==> src/rtl/ddc_regs.svh <==
// register offsets, field positions, reset values for the dual converter control block
// Summary of operation
// - Control bit 7 set selects 8-bit mode for both channels using only the low code register, clear selects 12-bit mode.
// - Control bits 6 and 5 pick the range of channel 1 and channel 0, 1 for zero to analogue supply, 0 for zero to reference.
// - Control bits 4 and 3 at 0 force channel 1 and channel 0 to zero volts, at 1 the output follows its code.
// - With control bit 2 set, a channel's output updates as soon as its low code register is written.
// - With control bit 2 clear, code writes are held back and both channels update together when the bit is set.
// - Control bits 1 and 0 power channel 1 and channel 0 on when 1 and off when 0.
// - A 12-bit code is right-justified, low register holding bits 7:0 and the high register low nibble bits 11:8.
// - All four code registers reset to zero.
// - The control register resets to 04H.
// - A powered-off channel holds its output in high impedance until enabled.
`ifndef DDC_REGS_SVH
`define DDC_REGS_SVH
`define DDC_OFS_C0_LOW 8'hF9
`define DDC_OFS_C0_HIGH 8'hFA
`define DDC_OFS_C1_LOW 8'hFB
`define DDC_OFS_C1_HIGH 8'hFC
`define DDC_OFS_CTRL 8'hFD
`define DDC_BIT_MODE 7
`define DDC_BIT_C1_RANGE 6
`define DDC_BIT_C0_RANGE 5
`define DDC_BIT_C1_ZERO_N 4
`define DDC_BIT_C0_ZERO_N 3
`define DDC_BIT_SYNC 2
`define DDC_BIT_PWR1 1
`define DDC_BIT_PWR0 0
`define DDC_RST_CTRL 8'h04
`define DDC_RST_CODE 8'h00
`endif

==> src/rtl/ddc_pkg.sv <==
// types shared by the dual converter control block
package ddc_pkg;
   typedef logic [11:0] ddc_code_t;
   typedef struct packed {
      ddc_code_t code;
      logic range_supply;
      logic enable;
   } ddc_chan_t;
endpackage

==> src/rtl/ddc_chan_out.sv <==
// one converter channel: applied code latch and output drive
`timescale 1ns/1ps
`include "ddc_regs.svh"
module ddc_chan_out
   import ddc_pkg::*;
(
   input wire logic clk, // core clock
   input wire logic rst_n, // async reset, active low
   input wire logic load, // apply pending code this cycle
   input wire ddc_code_t pending, // code formed from the registers
   input wire logic force_zero_n, // 0 drives zero code
   input wire logic range_supply, // range select
   input wire logic power_on, // channel power
   output ddc_chan_t chan // drive to the analogue channel
);
   ddc_code_t applied_q;
   ddc_code_t applied_d;
   assign applied_d = load ? pending : applied_q;
   always_ff @(posedge clk or negedge rst_n) begin
      if (!rst_n) begin
         applied_q <= 12'h000;
      end else begin
         applied_q <= applied_d;
      end
   end
   // clear overrides the code but leaves it latched for later
   always_ff @(posedge clk or negedge rst_n) begin
      if (!rst_n) begin
         chan <= '0;
      end else begin
         chan.code <= force_zero_n ? applied_d : 12'h000;
         chan.range_supply <= range_supply;
         chan.enable <= power_on;
      end
   end
endmodule

==> src/rtl/ddc_top.sv <==
// dual converter register control: special-function registers and channel update
`timescale 1ns/1ps
`include "ddc_regs.svh"
module ddc_top
   import ddc_pkg::*;
(
   input wire logic SYS_CLK, // 125 MHz core clock
   input wire logic RESET_N, // async reset, active low
   input wire logic [7:0] SFR_ADDR, // register address
   input wire logic SFR_WR, // write strobe, one cycle
   input wire logic [7:0] SFR_WDATA, // write data
   input wire logic SFR_RD, // read strobe
   output logic [7:0] SFR_RDATA, // read data, registered
   output logic SFR_SEL, // address hits this block
   output ddc_chan_t CHAN0, // channel 0 drive
   output ddc_chan_t CHAN1, // channel 1 drive
   output logic CHAN0_OE, // channel 0 output enable, low is high impedance
   output logic CHAN1_OE // channel 1 output enable
);
   logic [7:0] ctrl_q;
   logic [7:0] c0_low_q;
   logic [7:0] c0_high_q;
   logic [7:0] c1_low_q;
   logic [7:0] c1_high_q;

   function automatic ddc_code_t form_code(input logic eight_bit, input logic [7:0] lo,
                                           input logic [7:0] hi);
      // upper nibble of the high byte never reaches the code
      form_code = eight_bit ? {lo, 4'h0} : {hi[3:0], lo};
   endfunction

   wire hit_ctrl = SFR_WR && (SFR_ADDR == `DDC_OFS_CTRL);
   wire hit_c0l = SFR_WR && (SFR_ADDR == `DDC_OFS_C0_LOW);
   wire hit_c0h = SFR_WR && (SFR_ADDR == `DDC_OFS_C0_HIGH);
   wire hit_c1l = SFR_WR && (SFR_ADDR == `DDC_OFS_C1_LOW);
   wire hit_c1h = SFR_WR && (SFR_ADDR == `DDC_OFS_C1_HIGH);
   wire sync_now = ctrl_q[`DDC_BIT_SYNC];
   wire sync_rise = hit_ctrl && !sync_now && SFR_WDATA[`DDC_BIT_SYNC];
   wire eight_bit = hit_ctrl ? SFR_WDATA[`DDC_BIT_MODE] : ctrl_q[`DDC_BIT_MODE];

   // write data applies the same cycle the low byte lands
   wire [7:0] c0_low_n = hit_c0l ? SFR_WDATA : c0_low_q;
   wire [7:0] c1_low_n = hit_c1l ? SFR_WDATA : c1_low_q;
   wire [7:0] c0_high_n = hit_c0h ? SFR_WDATA : c0_high_q;
   wire [7:0] c1_high_n = hit_c1h ? SFR_WDATA : c1_high_q;
   wire ddc_code_t code0 = form_code(eight_bit, c0_low_n, c0_high_n);
   wire ddc_code_t code1 = form_code(eight_bit, c1_low_n, c1_high_n);
   wire load0 = (sync_now && hit_c0l) || sync_rise;
   wire load1 = (sync_now && hit_c1l) || sync_rise;
   wire [7:0] ctrl_n = hit_ctrl ? SFR_WDATA : ctrl_q;

   assign SFR_SEL = (SFR_ADDR >= `DDC_OFS_C0_LOW) && (SFR_ADDR <= `DDC_OFS_CTRL);

   always_ff @(posedge SYS_CLK or negedge RESET_N) begin
      if (!RESET_N) begin
         ctrl_q <= `DDC_RST_CTRL;
         c0_low_q <= `DDC_RST_CODE;
         c0_high_q <= `DDC_RST_CODE;
         c1_low_q <= `DDC_RST_CODE;
         c1_high_q <= `DDC_RST_CODE;
      end else begin
         ctrl_q <= ctrl_n;
         c0_low_q <= c0_low_n;
         c0_high_q <= c0_high_n;
         c1_low_q <= c1_low_n;
         c1_high_q <= c1_high_n;
      end
   end

   wire [7:0] rd_mux = (SFR_ADDR == `DDC_OFS_C0_LOW) ? c0_low_q :
                       (SFR_ADDR == `DDC_OFS_C0_HIGH) ? c0_high_q :
                       (SFR_ADDR == `DDC_OFS_C1_LOW) ? c1_low_q :
                       (SFR_ADDR == `DDC_OFS_C1_HIGH) ? c1_high_q :
                       (SFR_ADDR == `DDC_OFS_CTRL) ? ctrl_q : 8'h00;

   always_ff @(posedge SYS_CLK or negedge RESET_N) begin
      if (!RESET_N) begin
         SFR_RDATA <= 8'h00;
      end else if (SFR_RD) begin
         SFR_RDATA <= rd_mux;
      end
   end

   ddc_chan_out u_chan0 (
      .clk(SYS_CLK),
      .rst_n(RESET_N),
      .load(load0),
      .pending(code0),
      .force_zero_n(ctrl_n[`DDC_BIT_C0_ZERO_N]),
      .range_supply(ctrl_n[`DDC_BIT_C0_RANGE]),
      .power_on(ctrl_n[`DDC_BIT_PWR0]),
      .chan(CHAN0)
   );
   ddc_chan_out u_chan1 (
      .clk(SYS_CLK),
      .rst_n(RESET_N),
      .load(load1),
      .pending(code1),
      .force_zero_n(ctrl_n[`DDC_BIT_C1_ZERO_N]),
      .range_supply(ctrl_n[`DDC_BIT_C1_RANGE]),
      .power_on(ctrl_n[`DDC_BIT_PWR1]),
      .chan(CHAN1)
   );

   // disabled channel floats; analogue side decodes the enable
   assign CHAN0_OE = CHAN0.enable;
   assign CHAN1_OE = CHAN1.enable;
endmodule

==> config.mk <==
export PLATFORM = sky130hd
export DESIGN_NAME = ddc_top
export DESIGN_NICKNAME = d
export VERILOG_FILES = /design/src/rtl/ddc_pkg.sv /design/src/rtl/ddc_chan_out.sv /design/src/rtl/ddc_top.sv
export VERILOG_INCLUDE_DIRS = /design/src /design/src/rtl
export SDC_FILE = /design/constraint.sdc
export NUM_CORES = 1
export LEC_CHECK = 0
export BUFFER_PORTS_ARGS = -buffer_cell sky130_fd_sc_hd__buf_2
export CORE_UTILIZATION = 45
export CTS_CLUSTER_DIAMETER = 40
export DETAILED_ROUTE_END_ITERATION = 16
export GPL_ROUTABILITY_DRIVEN = 0
export GPL_TIMING_DRIVEN = 1
export PLACE_DENSITY = 0.64
export SLEW_MARGIN = 20
export SYNTH_ARGS = -nofsm -noshare
export SYNTH_HDL_FRONTEND = slang
export SYNTH_SLANG_ARGS = --single-unit
==> constraint.sdc <==
create_clock -name SYS_CLK -period 2.1 [get_ports SYS_CLK]
set_input_delay 0.21 -clock SYS_CLK [delete_from_list [all_inputs] [get_ports SYS_CLK]]
set_output_delay 0.21 -clock SYS_CLK [all_outputs]
set_load 0.03 [all_outputs]
=== Word level (Yosys, flattened, before mapping) ===
Index checks and enable logic that the tools add are counted.

* Add/sub/neg operators: 0
* Multipliers: 0
* Div/mod/pow operators: 0
* Order comparisons: 2
* Equality and inequality tests: 5
* Shift operators: 0
* Mux-type cells: 17
* Bitwise logic cells: 0
* Reductions and logical operators: 13

{| class="wikitable"
|+ Operators with widths
! kind !! number
|-
| $mux W12 || 6
|-
| $mux W8 || 7
|-
| $eq A8 B8 Y1 const B || 5
|-
| $logic_and A1 B1 Y1 || 10
|-
| $ge A8 B8 Y1 const B || 1
|-
| $le A8 B8 Y1 const B || 1
|-
| $mux W4 || 2
|-
| $mux W7 || 1
|-
| $logic_or A1 B1 Y1 || 2
|-
| $logic_not A1 Y1 || 1
|-
| $mux W1 || 1
|}

* Register bits after elaboration: 100
* Latch bits: 0
* RAM bits: 0
* Memory bits (read-only): 0
* Input port bits: 20
* Output and inout port bits: 39
* Word-level logic and storage cells: 54
* Memories: 0

=== Longest topological paths before layout ===
* Word-level depth: 7
* Depth in mapped cells: 10
* Mapped depth without buffers: 6

=== Modules after synthesis ===
Synthesis repeated with hierarchy kept, for this count alone.

* Cell total of the unflattened synthesis: 333
* Area total of the unflattened synthesis: 4413.0 sq um

{| class="wikitable"
|+ Modules (own cells, without submodules)
! module !! instances !! cells an instance !! area each (sq um) !! seq. area each (sq um)
|-
| ddc_top || 1 || 229 || 2581.2 || 1202.4
|-
| ddc_chan_out || 2 || 52 || 915.9 || 650.6
|}

=== Least setup slack after synthesis ===
No wires, ideal clock.

* Kind: register to register
* Start point: register ctrl_q[2]
* End point: register u_chan0.chan[12] (netlist name)
* Setup time: 111 ps
* Arrival: 1717 ps
* Required time: 1989 ps
* Path slack: 272 ps
* Cell stages (with the launch flop): 6
* Buffers on the path: 1
* Period minus slack after synthesis: 1828 ps
* Cell sequence: dfstp_2 and3b_1 o2111ai_2 buf_2 a211oi_1 a2111oi_2

* Longest elaborated chain between the ends: 6
* Elaborated cells on any way between the ends: 7
* Those cells by class: mux (2); reduce/logical (5)

{| class="wikitable"
|+ Ends and longest elaborated chain
! item !! RTL line !! source
|-
| start: declaration || ddc_top.sv:20 || <nowiki>logic [7:0] ctrl_q;</nowiki>
|-
| start signal: assignment || ddc_top.sv:56 || <nowiki>ctrl_q <= `DDC_RST_CTRL;</nowiki>
|-
| start signal: assignment || ddc_top.sv:62 || <nowiki>ctrl_q <= ctrl_n;</nowiki>
|-
| $logic_not A1 Y1 || ddc_top.sv:38 || <nowiki>wire sync_rise = hit_ctrl && !sync_now && SFR_WDATA[`DDC_BIT_SYNC];</nowiki>
|-
| $logic_and A1 B1 Y1 (2 in series) || ddc_top.sv:38 ||
|-
| $logic_or A1 B1 Y1 (*) || ddc_top.sv:48 || <nowiki>wire load0 = (sync_now && hit_c0l) || sync_rise;</nowiki>
|-
| $mux W12 (*) || ddc_chan_out.sv:18 || <nowiki>assign applied_d = load ? pending : applied_q;</nowiki>
|-
| $mux W12 (*) || ddc_chan_out.sv:31 || <nowiki>chan.code <= force_zero_n ? applied_d : 12'h000;</nowiki>
|-
| end: declaration || ddc_chan_out.sv:14 || <nowiki>output ddc_chan_t chan</nowiki>
|}

Mark *: on every way between the ends. The rest lies on a longest branch, timed or not.
A chain may end at the register's enable or synchronous reset.

=== Worst setup path after layout ===
* Start point: register ctrl_q[2]
* End point: register u_chan0.chan[6] (netlist name)

* Longest elaborated chain between the ends: 6
* Elaborated cells on any way between the ends: 7
* Those cells by class: mux (2); reduce/logical (5)

{| class="wikitable"
|+ Ends and longest elaborated chain
! item !! RTL line !! source
|-
| $logic_not A1 Y1 || ddc_top.sv:38 ||
|-
| $logic_and A1 B1 Y1 (2 in series) || ddc_top.sv:38 ||
|-
| $logic_or A1 B1 Y1 (*) || ddc_top.sv:48 ||
|-
| $mux W12 (*) || ddc_chan_out.sv:18 ||
|-
| via u_chan0.applied_d[4] || ddc_chan_out.sv:17 || <nowiki>ddc_code_t applied_d;</nowiki>
|-
| $mux W12 (*) || ddc_chan_out.sv:31 ||
|}

The timed path passes the listed nets; every way through them passes the cells marked *.

==> run_results.csv <==
group,metric,value,unit
synth,synth_area_leaders,"dfrtp_1, mux2_2, mux2i_1",
clock_tree,cts_tree,"yes",
synth,yosysSeqAreaShare,0.528,
global_routing,grt_max_degree,60,
timing,skew,13.3,ps
global_routing,antenna_found_initial,0,
synth,ys_seq_elements,96,
global_routing,grt.total_usage,0.246,
synth,netlist_area,4550,µm²
synth,synthFlopType,"dfrtp_1",
clock_tree,root_buffer,"clkbuf_8",
worst_setup_path,crit_fanout,7,
synth,yosysWarningCount,0,
die,core_area,9770,µm²
worst_setup_path,critPathTopFamily,"compound AO/OA/AOI/OAI gates",
global_routing,grt-ovfl-total,0,
clock_tree,htreeDepth,3,
die,io_pins,59,
die,initial_utilization,0.466,
status,status,"finished, final reports clean",
drt,firstDrtPassIters,5,
drt,ant_nets,0,
synth,synth_async_sr_flop_share,1.00,
drt,viasPerCell,5.73,
die,die_x,103,µm
timing,post-route-min-period,1960,ps
timing,fmax,510,MHz
drt,drc,0,
drt,avgRoutedWirePerCell,19.8,µm
worst_setup_path,cp_num_cells,6,
synth,syn_avg_cell_area,12.0,µm²
worst_setup_path,worst_path_largest_cell_delay,550,ps
drt,drtIter0Drc,236,
power_and_ir_drop,ir_worst_vdd,0.494,mV
power_and_ir_drop,power_density,704,nW/µm²
cells_and_area,fillers,853,
drt,wirelength,11.7,mm
synth,syn_nets,400,
clock_tree,clock_sinks,96,
timing,tightestPinTransition,493,ps
cells_and_area,seqCellArea,2400,µm²
clock_tree,clk_path_buf_depth,2,
timing,setup_violations,0,
worst_setup_path,r2r_cells,6,
worst_setup_path,critPathArrivalTime,2270,ps
power_and_ir_drop,p_leak,0.00270,µW
clock_tree,cts_resized,0,
timing,finalCritPeriodShare,0.933,
cells_and_area,fin_nets,475,
worst_hold_path,holdPathStages,2,
timing,hold_viol_final,0,
synth,yosysUniqueCellTypes,64,
global_routing,grt_pass1_wl,19.0,mm
worst_setup_path,crit_chain,"nor2b_1, o2111a_1, buf_4, nor2_1, a311oi_1, and2_1",
worst_setup_path,crit_path_end_kind,"register",
timing,rsz0062_at_grt,"no",
synth,synth_common_cells,"dfrtp_1, mux2_2, nand2_1, nor2_1",
placement,placed_area,5100,µm²
cells_and_area,area.growth.synth_to_final,17.8,%
cells_and_area,final_cells,593,
die,rows,36,
worst_setup_path,worstPathRequired,2410,ps
placement,port_buffers,58,
timing,relSlewSlack,0.668,
flow_run,max_cap_violations,0,
placement,place_hpwl,8.60,mm
clock_tree,clk_latency,370,ps
worst_setup_path,critPathLaunchType,"register",
synth,synth_most_common_cell,"dfrtp_1",
drt,vias,3398,
clock_tree,cts_buffers,9,
synth,synth_top_cell_by_area,"dfrtp_1",
timing,fin_setup_tns,0,ps
die,die_y,103,µm
synth,synth-edff-count,0,
cells_and_area,diodes,0,
worst_hold_path,min_path_type,"input pin to register",
synth,synth_top_cell_area_share,0.522,
timing,maxSlewViolCount,0,
global_routing,grt_pass1_vias,3503,
synth,synthCells,380,
cells_and_area,drive_above_1_share,0.378,
die,die_area,10500,µm²
cells_and_area,multi_input_area,1900,µm²
cells_and_area,final_area,5360,µm²
worst_setup_path,crit_slowest_cell,"dfstp_2",
worst_setup_path,path_buf_inv,1,
placement,dp_cells,576,
worst_setup_path,critPathKind,"register to register",
clock_tree,clk_pin_slew,100,ps
worst register-to-register path, stage by stage (launching register included):
cell	delay [ps]
dfstp_2	550
nor2b_1	230
o2111a_1	450
buf_4	200
nor2_1	40
a311oi_1	260
and2_1	170
cell usage in the layout (no fill, tap or decap), drive strengths merged, types with 2 or more instances in the layout:
cell | synthesis | final
o221a | 6 | 6
and4 | 6 | 6
a221o | 8 | 8
o32ai | 3 | 3
or3 | 3 | 3
o31a | 3 | 3
o2111ai | 3 | 3
o2111a | 3 | 3
a21o | 3 | 3
o21ai | 14 | 14
and3b | 2 | 2
mux2 | 36 | 36
dfrtp | 95 | 95
nor3 | 12 | 12
nand3b | 7 | 7
a211oi | 7 | 7
a2111oi | 2 | 2
mux2i | 11 | 11
nor2 | 17 | 17
clkbuf | 4 | 10
nor2b | 5 | 5
and2 | 11 | 11
nand2 | 21 | 21
inv | 15 | 16
bufinv | 0 | 3
nor4 | 3 | 3
nand4 | 8 | 8
a31o | 4 | 4
nand3 | 3 | 3
o31ai | 6 | 6
o211ai | 5 | 5
clkinv | 1 | 3
and4b | 2 | 2
buf | 24 | 91
a21oi | 14 | 14
and2b | 2 | 2
cells by family after synthesis:
logic type	share of synthesized area
AND/OR/NAND/NOR	0.145
flip-flops	0.528
AO/OA/AOI/OAI	0.158
multiplexers	0.116
buffers and inverters	0.0536
area by class of cell:
cell class,count,share of cell area
Inverter,16,0.0112
Clock buffer,10,0.0257
Timing Repair Buffer,92,0.107
Multi-Input combinational cell,240,0.355
Clock inverter,6,0.0215
Tap cell,133,0.0310
Sequential cell,96,0.448
final timing paths:
kind                                      start              endpoint  slack, ps
max                                   ctrl_q[2]       u_chan0.chan[6]        140
max in group asynchronous               RESET_N  u_chan1.applied_q[0]       1240
min reg2reg                u_chan1.applied_q[1]  u_chan1.applied_q[1]        470
min                                SFR_WDATA[0]             ctrl_q[0]        190
max reg2reg                           ctrl_q[2]       u_chan0.chan[6]        140
min in group asynchronous               RESET_N          SFR_RDATA[4]        240
flip-flops by register name (all words and copies together) (netlist names):
signal,count
u_chan1.chan,12
c1_high_q,8
c0_low_q,8
ctrl_q,8
u_chan0.chan,12
c1_low_q,8
c0_high_q,8
u_chan1.applied_q,12
SFR_RDATA,8
u_chan0.applied_q,12
stage by stage:
step	util	total power (µW)	setup slack, ps	hold WS (ps)
floorplan	-	2150	272	-85.6
global placement	0.522	2300	51.5	96.9
detailed placement	0.522	2300	53.8	98.6
CTS	0.549	3810	159	171
global route	0.549	3930	56.1	166
finish	0.549	3770	141	192
where the power goes:
part	internal, µW	switching [µW]
registers	1900	28.6
logic	124	225
clock network	832	669
layer usage:
layer  up-vias  share of wire  global-route usage
li1       1550              -                   -
met1      1685           0.45               0.344
met2       136           0.47               0.376
met3        27          0.056              0.0434
met4         0          0.025               0.110
met5         -              0                   0
what timing repair did:
item,in CTS,in global routing
hold endpoints to repair,17,0
setup buffers,0,0
hold buffers,1,0
Power figures use the tool's default switching activity.
